## config.mk

```make
export PLATFORM = sky130hd
export DESIGN_NAME = rtil_top
export DESIGN_NICKNAME = d
export VERILOG_FILES = /design/src/logic/rtil_pkg.sv /design/src/logic/rtil_div.sv /design/src/logic/rtil_top.sv
export SDC_FILE = /design/constraint.sdc
export NUM_CORES = 1
export LEC_CHECK = 0
export BUFFER_PORTS_ARGS = -buffer_cell sky130_fd_sc_hd__buf_2
export CORE_AREA = 8 8 152 297
export CTS_BUF_LIST = sky130_fd_sc_hd__clkbuf_8
export DETAILED_ROUTE_END_ITERATION = 6
export DIE_AREA = 0 0 160 305
export PLACE_DENSITY_LB_ADDON = 0.05
export SYNTH_ARGS = -nofsm -noshare
export SYNTH_HDL_FRONTEND = slang
export SYNTH_SLANG_ARGS = --single-unit
```

## constraint.sdc

```tcl
create_clock -name ref_clk -period 11.65 [get_ports ref_clk]
set_clock_uncertainty 0.2 [all_clocks]
set_input_delay 2.33 -clock ref_clk [delete_from_list [all_inputs] [get_ports ref_clk]]
set_output_delay 2.33 -clock ref_clk [all_outputs]
set_load 0.01 [all_outputs]
```

## src/logic/rtil_pkg.sv

```systemverilog
// package: constants, types and register map of the range teach input logic
package rtil_pkg;

    // ==========================================================
    // position and code widths
    localparam int POS_W = 27;
    localparam int REV_W = 15;
    localparam int ANG_W = 12;
    localparam int CODE_W = 12;
    localparam int DIVD_W = POS_W + CODE_W;

    // ==========================================================
    // factory range: ten turns centred in the full span
    localparam logic [POS_W-1:0] DEF_SPAN = 27'h000a000;
    localparam logic [POS_W-1:0] DEF_ZERO = 27'h3ffb000;
    localparam logic [POS_W-1:0] HALF_SPAN = 27'h4000000;
    localparam logic [CODE_W-1:0] CODE_MAX = 12'hfff;
    localparam logic [CODE_W-1:0] CODE_MIN = 12'h000;

    // ==========================================================
    // timing
    localparam int CLK_HZ = 20_000_000;
    localparam int HOLD_TIME_MS = 1500;
    localparam int SKEW_TIME_US = 1000;
    localparam int HOLD_CYC = HOLD_TIME_MS * (CLK_HZ / 1000);
    localparam int SKEW_CYC = SKEW_TIME_US * (CLK_HZ / 1_000_000);
    localparam int CNT_W = 32;

    // ==========================================================
    // register map, byte addresses
    localparam logic [7:0] OFS_CTRL = 8'h00;
    localparam logic [7:0] OFS_ZERO = 8'h04;
    localparam logic [7:0] OFS_SPAN = 8'h08;
    localparam logic [7:0] OFS_STATUS = 8'h0c;
    localparam logic [7:0] OFS_CODE = 8'h10;
    localparam int CTRL_DIR_BIT = 0;
    localparam int CTRL_TEACH_EN_BIT = 1;
    localparam logic CTRL_TEACH_EN_RST = 1'b1;

    // ==========================================================
    // types
    typedef enum logic {
        clockwise_increasing,
        counterclockwise_increasing
    } rtil_dir_e;

    typedef struct packed {
        rtil_dir_e dir;
        logic [POS_W-1:0] zero;
        logic [POS_W-1:0] span;
    } rtil_cfg_s;

    typedef enum {
        CMD_NONE,
        CMD_ZERO,
        CMD_FINAL,
        CMD_DEFAULT
    } rtil_cmd_e;

    typedef enum {
        RGN_INSIDE,
        RGN_OVER,
        RGN_UNDER
    } rtil_region_e;

    typedef enum {
        CV_IDLE,
        CV_DIVIDE
    } rtil_conv_e;

    localparam rtil_cfg_s CFG_DEFAULT = '{dir: clockwise_increasing, zero: DEF_ZERO, span: DEF_SPAN};

endpackage : rtil_pkg

```

## src/logic/rtil_div.sv

```systemverilog
// sequential divider: quotient of a scaled position over the range span
`timescale 1ns/1ps
`default_nettype none
module rtil_div
    import rtil_pkg::*;
(
    // clock and reset
    input wire logic ref_clk,
    input wire logic nrst,
    // request
    input wire logic start,
    input wire logic [DIVD_W-1:0] dividend,
    input wire logic [POS_W-1:0] divisor,
    // answer
    output logic done,
    output logic [CODE_W-1:0] quotient
);

    // ==========================================================
    // long division, one quotient bit per cycle
    logic [POS_W:0] rem_reg;
    logic [CODE_W-1:0] low_reg;
    logic [3:0] step_reg;
    logic busy_reg;
    logic [POS_W:0] trial;

    // trial remainder with next dividend bit shifted in
    always_comb begin
        trial = {rem_reg[POS_W-1:0], low_reg[CODE_W-1]};
    end

    // iteration; high part is below the divisor so twelve steps suffice
    always_ff @(posedge ref_clk or negedge nrst) begin
        if (!nrst) begin
            rem_reg <= '0;
            low_reg <= '0;
            step_reg <= '0;
            busy_reg <= 1'b0;
            done <= 1'b0;
            quotient <= '0;
        end else begin
            done <= 1'b0;
            if (start && !busy_reg) begin
                rem_reg <= {1'b0, dividend[DIVD_W-1:CODE_W]};
                low_reg <= dividend[CODE_W-1:0];
                step_reg <= 4'(CODE_W);
                busy_reg <= 1'b1;
            end else if (busy_reg) begin
                low_reg <= {low_reg[CODE_W-2:0], 1'b0};
                if (trial >= {1'b0, divisor}) begin
                    rem_reg <= trial - {1'b0, divisor};
                    quotient <= {quotient[CODE_W-2:0], 1'b1};
                end else begin
                    rem_reg <= trial;
                    quotient <= {quotient[CODE_W-2:0], 1'b0};
                end
                step_reg <= step_reg - 4'h1;
                if (step_reg == 4'h1) begin
                    busy_reg <= 1'b0;
                    done <= 1'b1;
                end
            end
        end
    end

endmodule : rtil_div
`default_nettype wire

```

## src/logic/rtil_top.sv

```systemverilog
// range teach input logic: position scaling, clamping and teach input decoding
//
// Overview of operation
// - position spans fifteen bits of turns, 32768 revolutions, range anywhere inside
// - factory range is ten turns, values increasing clockwise
// - outside the range, overflow above and underflow below split the rest equally
// - in overflow the code holds full scale instead of wrapping
// - zero point can be taught at any position, even in overflow or underflow
// - direction, zero, end and factory default are set with two teach inputs only
// - A low, B high for 1.5 s stores present position as zero point
// - B low, A high for 1.5 s stores present position as final value
// - both low within 1 ms, held 1.5 s, restores factory range and direction
// - zero teach then final teach at same position reverses count direction
// - both inputs high: normal conversion with stored settings
// - scaled position leaves as a twelve-bit code for the converter
//
// Added by the designer: the APB register port and the register addresses.
`timescale 1ns/1ps
`default_nettype none
module rtil_top
    import rtil_pkg::*;
#(
    parameter int HOLD_CYCLES = HOLD_CYC,
    parameter int SKEW_CYCLES = SKEW_CYC
) (
    // clock and reset
    input wire logic ref_clk,
    input wire logic nrst,
    // apb slave
    input wire logic psel,
    input wire logic penable,
    input wire logic pwrite,
    input wire logic [7:0] paddr,
    input wire logic [31:0] pwdata,
    output logic [31:0] prdata,
    output logic pready,
    output logic pslverr,
    // position source
    input wire logic [POS_W-1:0] position,
    // teach pins, active low
    input wire logic teach_a_n,
    input wire logic teach_b_n,
    // non-volatile settings store
    input wire logic nv_restore,
    input wire rtil_cfg_s nv_cfg_in,
    output logic nv_save,
    output rtil_cfg_s nv_cfg_out,
    // converter
    output logic [CODE_W-1:0] dac_code,
    output logic dac_load
);

    // ==========================================================
    // helpers
    function automatic logic [POS_W-1:0] rel_pos(input rtil_cfg_s c, input logic [POS_W-1:0] p);
        if (c.dir == clockwise_increasing) begin
            rel_pos = p - c.zero;
        end else begin
            rel_pos = c.zero - p;
        end
    endfunction : rel_pos

    function automatic logic apb_addr_ok(input logic [7:0] a);
        apb_addr_ok = (a == OFS_CTRL) || (a == OFS_ZERO) || (a == OFS_SPAN) || (a == OFS_STATUS) || (a == OFS_CODE);
    endfunction : apb_addr_ok

    // ==========================================================
    // teach pin synchronisers
    logic [1:0] pin_meta_reg;
    logic [1:0] pin_sync_reg;

    // two stages, first read only by the second
    always_ff @(posedge ref_clk or negedge nrst) begin
        if (!nrst) begin
            pin_meta_reg <= 2'h0;
            pin_sync_reg <= 2'h0;
        end else begin
            pin_meta_reg <= {~teach_b_n, ~teach_a_n};
            pin_sync_reg <= pin_meta_reg;
        end
    end

    // ==========================================================
    // teach pattern timing
    logic [1:0] pat_reg;
    logic [CNT_W-1:0] hold_cnt_reg;
    logic skew_ok_reg;
    logic fired_reg;
    logic teach_en_reg;
    rtil_cmd_e cmd_next;
    rtil_cmd_e cmd_reg;
    logic hold_hit;

    assign hold_hit = hold_cnt_reg == CNT_W'(HOLD_CYCLES - 1);

    // counter restarts on any pattern change, so a short hold is dropped
    always_ff @(posedge ref_clk or negedge nrst) begin
        if (!nrst) begin
            pat_reg <= 2'h0;
            hold_cnt_reg <= '0;
            skew_ok_reg <= 1'b0;
            fired_reg <= 1'b0;
        end else if (pin_sync_reg != pat_reg) begin
            pat_reg <= pin_sync_reg;
            hold_cnt_reg <= '0;
            fired_reg <= 1'b0;
            if (pin_sync_reg == 2'h3) begin
                skew_ok_reg <= (pat_reg == 2'h0) || (hold_cnt_reg < CNT_W'(SKEW_CYCLES));
            end
        end else begin
            if (!hold_hit) begin
                hold_cnt_reg <= hold_cnt_reg + 1'b1;
            end
            if (cmd_next != CMD_NONE) begin
                fired_reg <= 1'b1;
            end
        end
    end

    // pattern decode once the full hold has passed
    always_comb begin
        cmd_next = CMD_NONE;
        if (hold_hit && !fired_reg && teach_en_reg && (pin_sync_reg == pat_reg)) begin
            if (pat_reg == 2'h1) begin
                cmd_next = CMD_ZERO;
            end else if (pat_reg == 2'h2) begin
                cmd_next = CMD_FINAL;
            end else if (pat_reg == 2'h3 && skew_ok_reg) begin
                cmd_next = CMD_DEFAULT;
            end
        end
    end

    // one-cycle command pulse
    always_ff @(posedge ref_clk or negedge nrst) begin
        if (!nrst) begin
            cmd_reg <= CMD_NONE;
        end else begin
            cmd_reg <= cmd_next;
        end
    end

    // ==========================================================
    // settings store
    rtil_cfg_s cfg_reg;
    logic zero_taught_reg;
    logic [POS_W-1:0] rel_now;
    logic apb_wr;
    logic apb_rd;
    logic save_pend_reg;

    assign rel_now = rel_pos(cfg_reg, position);
    assign apb_wr = psel && penable && pready && pwrite;
    assign apb_rd = psel && penable && !pready && !pwrite;

    // teach commands win over software writes in the same cycle
    always_ff @(posedge ref_clk or negedge nrst) begin
        if (!nrst) begin
            cfg_reg <= CFG_DEFAULT;
            zero_taught_reg <= 1'b0;
        end else if (cmd_reg == CMD_ZERO) begin
            cfg_reg.zero <= position;
            zero_taught_reg <= 1'b1;
        end else if (cmd_reg == CMD_FINAL) begin
            zero_taught_reg <= 1'b0;
            if (zero_taught_reg && position == cfg_reg.zero) begin
                cfg_reg.dir <= (cfg_reg.dir == clockwise_increasing) ? counterclockwise_increasing
                               : clockwise_increasing;
            end else begin
                cfg_reg.span <= rel_now;
            end
        end else if (cmd_reg == CMD_DEFAULT) begin
            cfg_reg <= CFG_DEFAULT;
            zero_taught_reg <= 1'b0;
        end else if (nv_restore) begin
            cfg_reg <= nv_cfg_in;
        end else if (apb_wr) begin
            if (paddr == OFS_CTRL) begin
                cfg_reg.dir <= rtil_dir_e'(pwdata[CTRL_DIR_BIT]);
            end else if (paddr == OFS_ZERO) begin
                cfg_reg.zero <= pwdata[POS_W-1:0];
            end else if (paddr == OFS_SPAN) begin
                cfg_reg.span <= pwdata[POS_W-1:0];
            end
        end
    end

    // teach enable bit
    always_ff @(posedge ref_clk or negedge nrst) begin
        if (!nrst) begin
            teach_en_reg <= CTRL_TEACH_EN_RST;
        end else if (apb_wr && paddr == OFS_CTRL) begin
            teach_en_reg <= pwdata[CTRL_TEACH_EN_BIT];
        end
    end

    // offer every taught change to the non-volatile store; strobe waits one cycle so the copy is fresh
    always_ff @(posedge ref_clk or negedge nrst) begin
        if (!nrst) begin
            save_pend_reg <= 1'b0;
            nv_save <= 1'b0;
            nv_cfg_out <= CFG_DEFAULT;
        end else begin
            save_pend_reg <= cmd_reg != CMD_NONE;
            nv_save <= save_pend_reg;
            nv_cfg_out <= cfg_reg;
        end
    end

    // ==========================================================
    // conversion
    rtil_conv_e conv_reg;
    rtil_region_e region_reg;
    rtil_region_e region_next;
    logic [POS_W-1:0] span_reg;
    logic div_start;
    logic div_done;
    logic [CODE_W-1:0] div_q;
    logic [DIVD_W-1:0] div_num;

    // region split: beyond the span, lower half of the rest is overflow
    always_comb begin
        if (rel_now < cfg_reg.span) begin
            region_next = RGN_INSIDE;
        end else if ((rel_now - cfg_reg.span) < (HALF_SPAN - (cfg_reg.span >> 1))) begin
            region_next = RGN_OVER;
        end else begin
            region_next = RGN_UNDER;
        end
    end

    assign div_start = (conv_reg == CV_IDLE) && (region_next == RGN_INSIDE);
    assign div_num = ({{CODE_W{1'b0}}, rel_now} << CODE_W) - {{CODE_W{1'b0}}, rel_now};

    rtil_div u_div (
        .ref_clk(ref_clk),
        .nrst(nrst),
        .start(div_start),
        .dividend(div_num),
        .divisor(span_reg), // span frozen while dividing
        .done(div_done),
        .quotient(div_q)
    );

    // continuous sampling: clamp at once, divide when inside
    always_ff @(posedge ref_clk or negedge nrst) begin
        if (!nrst) begin
            conv_reg <= CV_IDLE;
            region_reg <= RGN_UNDER;
            span_reg <= DEF_SPAN;
            dac_code <= CODE_MIN;
            dac_load <= 1'b0;
        end else begin
            dac_load <= 1'b0;
            case (conv_reg)
                CV_IDLE: begin
                    region_reg <= region_next;
                    span_reg <= cfg_reg.span;
                    if (region_next == RGN_OVER) begin
                        dac_code <= CODE_MAX;
                        dac_load <= 1'b1;
                    end else if (region_next == RGN_UNDER) begin
                        dac_code <= CODE_MIN;
                        dac_load <= 1'b1;
                    end else begin
                        conv_reg <= CV_DIVIDE;
                    end
                end
                CV_DIVIDE: begin
                    if (div_done) begin
                        dac_code <= div_q;
                        dac_load <= 1'b1;
                        conv_reg <= CV_IDLE;
                    end
                end
                default: begin
                    conv_reg <= CV_IDLE;
                end
            endcase
        end
    end

    // ==========================================================
    // apb slave: one wait state, reads latched at the first access cycle
    always_ff @(posedge ref_clk or negedge nrst) begin
        if (!nrst) begin
            pready <= 1'b0;
            pslverr <= 1'b0;
            prdata <= '0;
        end else begin
            pready <= psel && penable && !pready;
            pslverr <= psel && penable && !pready && !apb_addr_ok(paddr);
            if (apb_rd) begin
                if (paddr == OFS_CTRL) begin
                    prdata <= {30'h0, teach_en_reg, cfg_reg.dir};
                end else if (paddr == OFS_ZERO) begin
                    prdata <= {5'h0, cfg_reg.zero};
                end else if (paddr == OFS_SPAN) begin
                    prdata <= {5'h0, cfg_reg.span};
                end else if (paddr == OFS_STATUS) begin
                    prdata <= {24'h0, zero_taught_reg, pat_reg, conv_reg == CV_DIVIDE,
                               region_reg == RGN_UNDER, region_reg == RGN_OVER, fired_reg, 1'b0};
                end else if (paddr == OFS_CODE) begin
                    prdata <= {20'h0, dac_code};
                end else begin
                    prdata <= '0;
                end
            end
        end
    end

endmodule : rtil_top
`default_nettype wire

```

==> impl_metrics.py, run 1 <==
metrics = {
    "timing": {
        "maxSlewHeadroom_pct": 30.6,
        "tightestPinTransition_ps": 1030,
        "setup_viol": 0,
        "rsz0062_at_grt": "false",
        "finalCritPeriodShare_pct": 79.0,
        "hold_violations": 0,
        "drv_slew": 0,
        "layout_min_cycle_time_ps": 9200,
        "final.setup.tns_ps": 0,
        "fmax_ghz": 0.109,
    },
    "logic_synthesis": {
        "synthXorXnorAreaFrac_pct": 6.40,
        "synthAdderAreaFrac_pct": 9.73,
        "synth_top_area_share_pct": 30.8,
        "yosys_warnings": 0,
        "yosysSeqAreaShare_pct": 35.2,
        "syn_area_um2": 20400,
        "synth_edf_count": 0,
        "avgSynthCellArea_um2": 8.29,
        "synth.area.mux_share_pct": 2.12,
        "synth_top_area_cell": "dfrtp_1",
        "synth_cell_types": 89,
        "synth_compound_gate_area_share_pct": 23.1,
        "synth_async_sr_flop_share_pct": 100,
        "synthSimpleGateAreaFrac_pct": 17.8,
        "synthTopCellsByArea": "dfrtp_1 31%, ha_1 9.3%, a21oi_1 6.0%",
        "synth_top_family_by_area": "compound AO/OA/AOI/OAI gates",
        "synth_top_flop_cell": "dfrtp_1",
        "ys_ff_latch": 285,
        "syn-instance-count": 2458,
    },
    "drt": {
        "drtIter0Drc": 1252,
        "vias_per_cell": 5.71,
        "route.detailed.drc": 0,
        "wl_mm": 65.5,
        "routedWlPerCell_um": 20.4,
        "vias": 18300,
        "drt_pass1_iterations": 7,
        "drt.antenna.violating_nets": 0,
    },
    "critical_path": {
        "cp.arrival_ps": 9520,
        "cp.required_ps": 11970,
        "path_max_fanout": 6,
        "rrSetupSlack_ps": 3740,
        "crit_slowest_cell": "xnor2_1",
        "r2r-start": "cfg_reg[27]$_DFFE_PN0P_",
        "cp_slowest_stage_delay_ps": 480,
        "critPathKind": "in -> reg",
        "crit_start": "position[0]",
        "crit_path_start_kind": "input port",
        "r2r-end": "dac_code[0]$_DFFE_PN0P_",
        "worstSetupEndpoint": "dac_code[0]$_DFFE_PN0P_",
        "end_kind": "register",
        "ff2ff_path_depth": 30,
    },
    "floorplan": {
        "fp.dieW_um": 160,
        "pin_count": 233,
        "die-area_um2": 48800,
        "start_util_pct": 49.2,
        "core_area_um2": 41400,
        "rows": 106,
        "dieHeight_um": 305,
    },
    "place": {
        "dpl.hpwl_mm": 50.8,
        "port-buffer-count": 222,
        "placed_cells": 3128,
        "gp_congestion": 0.901,
    },
    "cts": {
        "clock-sinks": 285,
        "cts_tree": "done",
        "htree_levels": 2,
        "cts-hold-fix-buffers": 0,
        "cts_made_buffers": 45,
        "cts_root_buf": "clkbuf_8",
        "cts_resized": 0,
        "clockBufferDepth": 3,
        "clock_latency_ps": 620,
        "post_cts_buffers": 0,
        "clk_pin_slew_ps": 70,
    },
    "global_route": {
        "grt_pass1_vias": 18700,
        "met3_usage_pct": 3.19,
        "grt_use_met1_pct": 32.2,
        "grt.busiest_layer": "met2",
        "antenna_found_initial": 1,
        "gr-total-overflow": 0,
        "grt_first_pass_wirelength_mm": 104,
        "grt_util_all_layers_pct": 26.5,
        "grt_use_met2_pct": 46.4,
        "grt_max_degree": 111,
    },
    "cells_and_area": {
        "layout.cells.non_filler": 3211,
        "drive_gt1_share_pct": 15.4,
        "syn_to_final_growth_pct": 12.2,
        "layout_common_cells": "279 x nand2_1, 247 x dfrtp_1, 243 x a21oi_1",
        "fillers": 4089,
        "regArea_um2": 7180,
        "layout_commonest_cell": "nand2_1",
        "multi_input_area_um2": 12100,
        "nets": 2921,
    },
    "status": {
        "status": "finished, final reports clean",
    },
    "pwr": {
        "max-vdd-ir-drop_v": 0.000100,
        "powerDensity_nw_per_um2": 155,
        "leakage_uw": 0.0105,
    },
    "worst_hold_path": {
        "holdCritPathClass": "reg -> reg",
    },
    "flow_run": {
        "maxCapViolCount": 0,
    },
}
[cell type report]
| cell class | count | share of cell area (%) |
|---|---|---|
| Inverter | 172 | 2.82 |
| Clock inverter | 27 | 0.755 |
| Tap cell | 540 | 2.96 |
| Sequential cell | 285 | 31.4 |
| Clock buffer | 55 | 3.31 |
| Multi-Input combinational cell | 1881 | 52.9 |
| Timing Repair Buffer | 250 | 5.82 |
| Antenna cell | 1 | 0.0109 |
[critical path, delay by kind of cell]
family,cells,cell delay [ps]
adders and majority gates,4,1240
buffers and inverters,3,440
muxes,1,290
AOI/OAI and AO/OA,16,3790
xor gates and xnor gates,2,640
and+or+nand+nor,4,760
[synthesized netlist by cell type (all sizes together) (5+ instances only)]
cell	n
a222oi	9
nor4b	5
nand3b	7
or2	7
and4	6
a211oi	48
o21a	10
mux2	18
a211o	6
xnor2	98
o31ai	9
inv	170
nand2	280
a31oi	20
xor2	50
nor2	182
ha	152
nor4	21
a21oi	244
mux2i	23
o21bai	13
and2	20
o22ai	28
a31o	5
dfrtp	251
nand3	51
dfstp	34
buf	30
o221ai	8
a21boi	5
a22oi	20
nand4	24
or4	9
o21ai	231
o211ai	18
nor2b	41
and3	20
nor3b	6
nand2b	25
or3	9
clkbuf	94
nor3	43
a21o	52
[logic make-up (layout without fill, tap and decap cells)]
kind of cell / count (synthesis) / in the layout
compound gates: 768 / 768
xor+xnor: 148 / 148
fa+ha+maj: 156 / 156
buf+inv: 296 / 504
flops: 285 / 285
mux: 41 / 41
other cells: 1 / 6
simple gates: 763 / 763
[metrics by stage]
stage	utilization [%]	power (uW)	cell area, um^2	setup slack [ps]	hold slack, ps
floorplan	-	2190	20400	3850	131
global placement	53.0	2640	21900	1960	133
detailed placement	53.0	2650	21900	1880	135
CTS	55.2	3560	22900	2490	146
global route	55.2	3780	22900	1870	145
finish	55.2	3540	22900	2450	143
[how the worst min path moves through the flow]
stage               slack (ps)                      start  cells past startpoint                         to
floorplan                  130    save_pend_reg$_DFF_PN0_                      0          nv_save$_DFF_PN0_
global placement           130  pin_meta_reg[0]$_DFF_PN0_                      0  pin_sync_reg[0]$_DFF_PN0_
detailed placement         130  pin_meta_reg[0]$_DFF_PN0_                      0  pin_sync_reg[0]$_DFF_PN0_
CTS                        150    save_pend_reg$_DFF_PN0_                      0          nv_save$_DFF_PN0_
global route               140    save_pend_reg$_DFF_PN0_                      0          nv_save$_DFF_PN0_
finish                     140    save_pend_reg$_DFF_PN0_                      0          nv_save$_DFF_PN0_
[routing by layer]
metal,up-vias,wire (um)
li1,9031,-
met1,8712,27700
met2,460,32700
met3,127,2440
met4,0,2640
met5,-,0
[power by group]
group | leakage (uW) | internal [uW] | total [uW] | switching, uW
combinational | 0.00642 | 598 | 1550 | 950
sequential | 0.00353 | 1040 | 1100 | 54.0
clock | 0.000517 | 457 | 897 | 440
No activity file was read; power rests on OpenSTA's default activity.
==> run 2, diff against run 1 <==
==> constraint.sdc (replaced) <==
create_clock -name ref_clk -period 7.8 [get_ports ref_clk]
set_clock_uncertainty 0.2 [all_clocks]
set_input_delay 1.56 -clock ref_clk [delete_from_list [all_inputs] [get_ports ref_clk]]
set_output_delay 1.56 -clock ref_clk [all_outputs]
set_load 0.01 [all_outputs]
==> run 2 against run 1 <==
Compared with the run above: the flow now finishes with violations (DRC); clock power increased by 57%; non-clock buffer count increased by 126; critical endpoint is now dac_code[1]$_DFFE_PN0P_; design area increased by 4.6%; largest power group unchanged; clock-buffer cell count unchanged; final cell count increased by 4.0%; highest routed layer unchanged; combinational power increased by 72%.
==> impl_metrics.py, run 2 (synthesis gave the netlist of run 1 again) <==
metrics = {
    "worst_hold_path": {
        "holdCritPathClass": "reg -> reg",
        "min_path_cells": 0,
    },
    "floorplan": {
        "start_util_pct": 49.2,
        "dieHeight_um": 305,
        "pin_count": 233,
        "rows": 106,
        "fp.dieW_um": 160,
        "die-area_um2": 48800,
        "core_area_um2": 41400,
    },
    "place": {
        "gp_congestion": 0.925,
        "dpl.hpwl_mm": 52.5,
        "place_area_um2": 22900,
        "dp_slack_ps": -279,
        "port-buffer-count": 222,
    },
    "drt": {
        "drt.antenna.violating_nets": 0,
        "route.detailed.drc": 16,
        "vias": 18900,
        "wl_mm": 66.6,
        "routedWlPerCell_um": 19.9,
        "drtIter0Drc": 1233,
        "vias_per_cell": 5.65,
        "drt_pass1_iterations": 7,
    },
    "cts": {
        "cts-hold-fix-buffers": 0,
        "post_cts_buffers": 0,
        "cts_resized": 0,
        "cts_root_buf": "clkbuf_8",
        "clockBufferDepth": 3,
        "cts_tree": "done",
        "clock_latency_ps": 610,
        "htree_levels": 2,
        "cts_made_buffers": 46,
        "clock-sinks": 285,
        "clk_pin_slew_ps": 70,
    },
    "global_route": {
        "grt_max_degree": 105,
        "grt_first_pass_wirelength_mm": 105,
        "grt_util_all_layers_pct": 26.8,
        "antenna_found_initial": 1,
        "grt_pass1_vias": 18900,
        "gr-total-overflow": 0,
    },
    "timing": {
        "tightestPinTransition_ps": 1110,
        "layout_min_cycle_time_ps": 7290,
        "hold_violations": 0,
        "fmax_ghz": 0.137,
        "setup_viol": 0,
        "maxSlewHeadroom_pct": 25.1,
        "finalWorstSetupSlack_ps": 508,
        "rsz0062_at_grt": "false",
        "finalCritPeriodShare_pct": 93.5,
        "final.setup.tns_ps": 0,
        "drv_slew": 0,
    },
    "critical_path": {
        "critPathKind": "in -> reg",
        "path_max_fanout": 7,
        "cp.required_ps": 8120,
        "end_kind": "register",
        "ff2ff_path_depth": 30,
        "cp_slowest_stage_delay_ps": 440,
        "crit_path_start_kind": "input port",
        "cp.arrival_ps": 7610,
        "critPathBufInv": 5,
        "path_delay_family": "compound AO/OA/AOI/OAI gates",
        "crit_slowest_cell": "or3b_2",
        "cp.depth": 31,
    },
    "status": {
        "violations": "DRC",
        "status": "complete, but fails checks",
    },
    "pwr": {
        "power_frac_clock_pct": 24.7,
        "p_int_uw": 3460,
        "max-vdd-ir-drop_v": 0.000136,
        "leakage_uw": 0.0111,
        "p_seq_share_pct": 28.7,
        "powerDensity_nw_per_um2": 239,
        "pwr-share-comb_pct": 46.6,
        "swShare_pct": 39.4,
        "p_switching_uw": 2250,
    },
    "cells_and_area": {
        "syn_to_final_growth_pct": 17.3,
        "layout_commonest_cell": "nand2_1",
        "nets": 3048,
        "fin_area_um2": 23900,
        "layout_common_cells": "279 x nand2_1, 247 x dfrtp_1, 243 x a21oi_1",
        "drive_gt1_share_pct": 19.3,
    },
    "flow_run": {
        "maxCapViolCount": 0,
    },
}
## run 2: changes by cell type in the layout (fill, tap and decap cells not counted), sizes merged
| cell | delta |
|---|---|
| clkinv | -3 |
| bufinv | +2 |
| buf | +126 |
| inv | +4 |
## run 2: area by class of cell
| cell class | instances | area, um^2 |
|---|---|---|
| clock buffers | 55 | 757 |
| flip-flops and latches | 285 | 7180 |
| well taps | 540 | 676 |
| fillers | 3942 | 17500 |
| inverters | 172 | 646 |
| diodes | 1 | 2.50 |
| repair buffers | 376 | 2300 |
| clock inverters | 30 | 231 |
| multi-input cells | 1881 | 12100 |
## run 2: worst paths after layout
path,start,end,slack (ps)
max,position[0],dac_code[1]$_DFFE_PN0P_,510
min,pin_meta_reg[0]$_DFF_PN0_,pin_sync_reg[0]$_DFF_PN0_,140
max reg2reg,cfg_reg[27]$_DFFE_PN0P_,dac_code[1]$_DFFE_PN0P_,1040
min reg2reg,pin_meta_reg[0]$_DFF_PN0_,pin_sync_reg[0]$_DFF_PN0_,140
max in group asynchronous,nrst,nv_cfg_out[23]$_DFF_PN0_,5430
min in group asynchronous,nrst,hold_cnt_reg[2]$_DFFE_PN0P_,710
## run 2: worst register-to-register path, delay by kind of cell, from the launching register on
kind,cells,cell delay (ps)
AOI/OAI and AO/OA,15,3030
adders and majority gates,4,1190
and+or+nand+nor,5,990
buffers and inverters,4,430
xor gates and xnor gates,2,420
DFF,1,410
## run 2: power groups by stage
stage                     Combinational (uW)  Clock, uW  Sequential, uW
after global routing                    2930       1500            1640
final                                   2660       1410            1640
after CTS                               2620       1450            1640
after floorplan                         1630          0            1640
after detailed placement                2610          0            1660
after global placement                  2580          0            1660
## run 2: metrics by stage
step / util, % / hold WS (ps) / std cells / total power (uW)
after floorplan: - / 131 / 2462 / 3270
after global placement: 55.3 / 135 / 3254 / 4250
after detailed placement: 55.3 / 137 / 3254 / 4270
after CTS: 57.7 / 142 / 3339 / 5700
after global routing: 57.8 / 147 / 3340 / 6080
final: 57.8 / 138 / 3340 / 5710
## run 2: layer usage
metal	routed length, um	track usage, %	vias to the layer above
met4	2940	11.7	0
met2	33400	47.5	525
li1	-	-	9314
met3	2620	2.84	127
met1	27600	32.2	8890
met5	0	0	-
==> run 3, diff against run 2 <==
--- a/config.mk
+++ b/config.mk
@@ -6,10 +6,10 @@
 export NUM_CORES = 1
 export LEC_CHECK = 0
 export BUFFER_PORTS_ARGS = -buffer_cell sky130_fd_sc_hd__buf_2
-export CORE_AREA = 8 8 152 297
+export CORE_AREA = 8 8 169 331
 export CTS_BUF_LIST = sky130_fd_sc_hd__clkbuf_8
 export DETAILED_ROUTE_END_ITERATION = 6
-export DIE_AREA = 0 0 160 305
+export DIE_AREA = 0 0 177 339
 export PLACE_DENSITY_LB_ADDON = 0.05
 export SYNTH_ARGS = -nofsm -noshare
 export SYNTH_HDL_FRONTEND = slang
==> run 3 against run 2 <==
Compared with the run above: the flow now finishes without violations; worst hold slack improved by 9.3 ps; worst setup slack improved by 61 ps; register-to-register slack better by 110 ps; utilization down 11 points; first-iteration DRC count shrank 4.9%; combinational power up 2%; die area rose by 23%; largest cell class unchanged.
==> impl_metrics.py, run 3 (synthesis gave the netlist of run 1 again) <==
metrics = {
    "critical_path": {
        "crit_slowest_cell": "or3b_2",
        "crit_path_start_kind": "input port",
        "path_max_fanout": 7,
        "crit_start": "position[0]",
        "cp_slowest_stage_delay_ps": 430,
        "cp.required_ps": 8150,
        "critPathKind": "in -> reg",
        "r2r-start": "cfg_reg[27]$_DFFE_PN0P_",
        "cp.arrival_ps": 7580,
        "end_kind": "register",
    },
    "worst_hold_path": {
        "holdCritPathClass": "reg -> reg",
        "min_from": "save_pend_reg$_DFF_PN0_",
    },
    "floorplan": {
        "start_util_pct": 39.5,
        "die-area_um2": 60000,
        "rows": 118,
        "fp.dieW_um": 177,
        "pin_count": 233,
        "core_area_um2": 51500,
        "dieHeight_um": 339,
    },
    "cts": {
        "cts-hold-fix-buffers": 0,
        "htree_levels": 2,
        "cts_made_buffers": 46,
        "cts_root_buf": "clkbuf_8",
        "cts_tree": "done",
        "clock_latency_ps": 640,
        "clockBufferDepth": 3,
        "clk_pin_slew_ps": 70,
        "clock-sinks": 285,
    },
    "place": {
        "place_area_um2": 23100,
        "dpl.hpwl_mm": 61.1,
        "dp_slack_ps": -141,
        "gp_congestion": 0.923,
        "port-buffer-count": 222,
    },
    "cells_and_area": {
        "nets": 3050,
        "syn_to_final_growth_pct": 17.7,
        "drive_gt1_share_pct": 19.1,
        "fillers": 5226,
        "finish.utilization_pct": 46.5,
        "regArea_um2": 7180,
        "layout_common_cells": "279 x nand2_1, 247 x dfrtp_1, 243 x a21oi_1",
        "fin_area_um2": 24000,
        "layout_commonest_cell": "nand2_1",
        "multi_input_area_um2": 12100,
    },
    "drt": {
        "wl_mm": 77.1,
        "route.detailed.drc": 0,
        "routedWlPerCell_um": 22.3,
        "drtIter0Drc": 1172,
        "drt_pass1_iterations": 5,
        "drt.antenna.violating_nets": 0,
        "vias": 19300,
        "vias_per_cell": 5.57,
    },
    "flow_run": {
        "maxCapViolCount": 0,
    },
    "global_route": {
        "grt_pass1_vias": 20400,
        "grt_util_all_layers_pct": 25.4,
        "grt_first_pass_wirelength_mm": 118,
        "gr-total-overflow": 0,
        "grt_max_degree": 152,
        "antenna_found_initial": 2,
    },
    "pwr": {
        "leakage_uw": 0.0111,
        "power_frac_clock_pct": 23.0,
        "swShare_pct": 40.7,
        "pwr-share-comb_pct": 48.0,
        "p_int_uw": 3350,
        "p_switching_uw": 2300,
        "p_seq_share_pct": 29.0,
        "powerDensity_nw_per_um2": 235,
        "max-vdd-ir-drop_v": 0.000129,
    },
    "status": {
        "status": "finished, final reports clean",
    },
    "timing": {
        "finalWorstSetupSlack_ps": 570,
        "setup_viol": 0,
        "fmax_ghz": 0.138,
        "drv_slew": 0,
        "finalCritPeriodShare_pct": 92.7,
        "hold_violations": 0,
        "maxSlewHeadroom_pct": 32.3,
        "final.setup.tns_ps": 0,
        "layout_min_cycle_time_ps": 7230,
        "rsz0062_at_grt": "false",
        "tightestPinTransition_ps": 1020,
    },
}
## run 3: changes by cell type in the layout (fill, tap and decap cells not counted), moves of 2 or more
| cell | delta |
|---|---|
| clkinvlp_4 | -2 |
| bufinv_16 | -3 |
| inv_1 | +5 |
| clkinv_2 | -4 |
| buf_4 | +2 |
## run 3: worst max-delay path, delay by kind of cell
kind                     cells  cell delay (ps)
AO/OA/AOI/OAI               16             3170
adder cells (fa/ha/maj)      4             1160
XOR/XNOR                     2              410
AND/OR/NAND/NOR              4              930
buffers and inverters        4              310
## run 3: per-layer routing
layer	wire length, um	vias to the layer above	global-route usage, %
li1	-	9288	-
met1	29400	9381	27.5
met2	41600	430	48.1
met3	2550	152	2.74
met4	3540	0	11.1
met5	0	-	0
## run 3: layout make-up
type | instances | area share, %
inverters | 172 | 2.69
repair buffers | 378 | 9.73
diodes | 1 | 0.0104
clock inverters | 28 | 0.595
clock buffers | 54 | 3.10
well taps | 660 | 3.44
flip-flops and latches | 285 | 29.9
multi-input cells | 1881 | 50.5
## run 3: path summary, 6_finish.rpt
| check | slack, ps | endpoint | cells after the start |
|---|---|---|---|
| max | 570 | dac_code[1]$_DFFE_PN0P_ | 30 |
| min | 150 | nv_save$_DFF_PN0_ | 0 |
| max reg2reg | 1150 | dac_code[1]$_DFFE_PN0P_ | 30 |
| min reg2reg | 150 | nv_save$_DFF_PN0_ | 0 |
| max in group asynchronous | 5270 | u_div.busy_reg$_DFF_PN0_ | 2 |
| min in group asynchronous | 710 | hold_cnt_reg[0]$_DFFE_PN0P_ | 1 |
## run 3: stage by stage
step / power (uW) / cells / hold WS, ps
finish: 5650 / 3459 / 148
global route: 6020 / 3459 / 155
CTS: 5700 / 3458 / 151
global placement: 4340 / 3376 / 133
detailed placement: 4370 / 3376 / 136
floorplan: 3270 / 2462 / 131
## run 3: what timing repair did
item | in CTS | in global routing
setup buffers | 0 | 0
resized for setup | 0 | 1
endpoints found under the setup margin | 0 | 4
## run 3: power groups by stage
stage | Combinational (uW) | Clock, uW | Sequential, uW
floorplan | 1630 | 0 | 1640
CTS | 2720 | 1350 | 1640
global route | 2980 | 1400 | 1640
finish | 2710 | 1300 | 1640
detailed placement | 2710 | 0 | 1660
global placement | 2680 | 0 | 1660
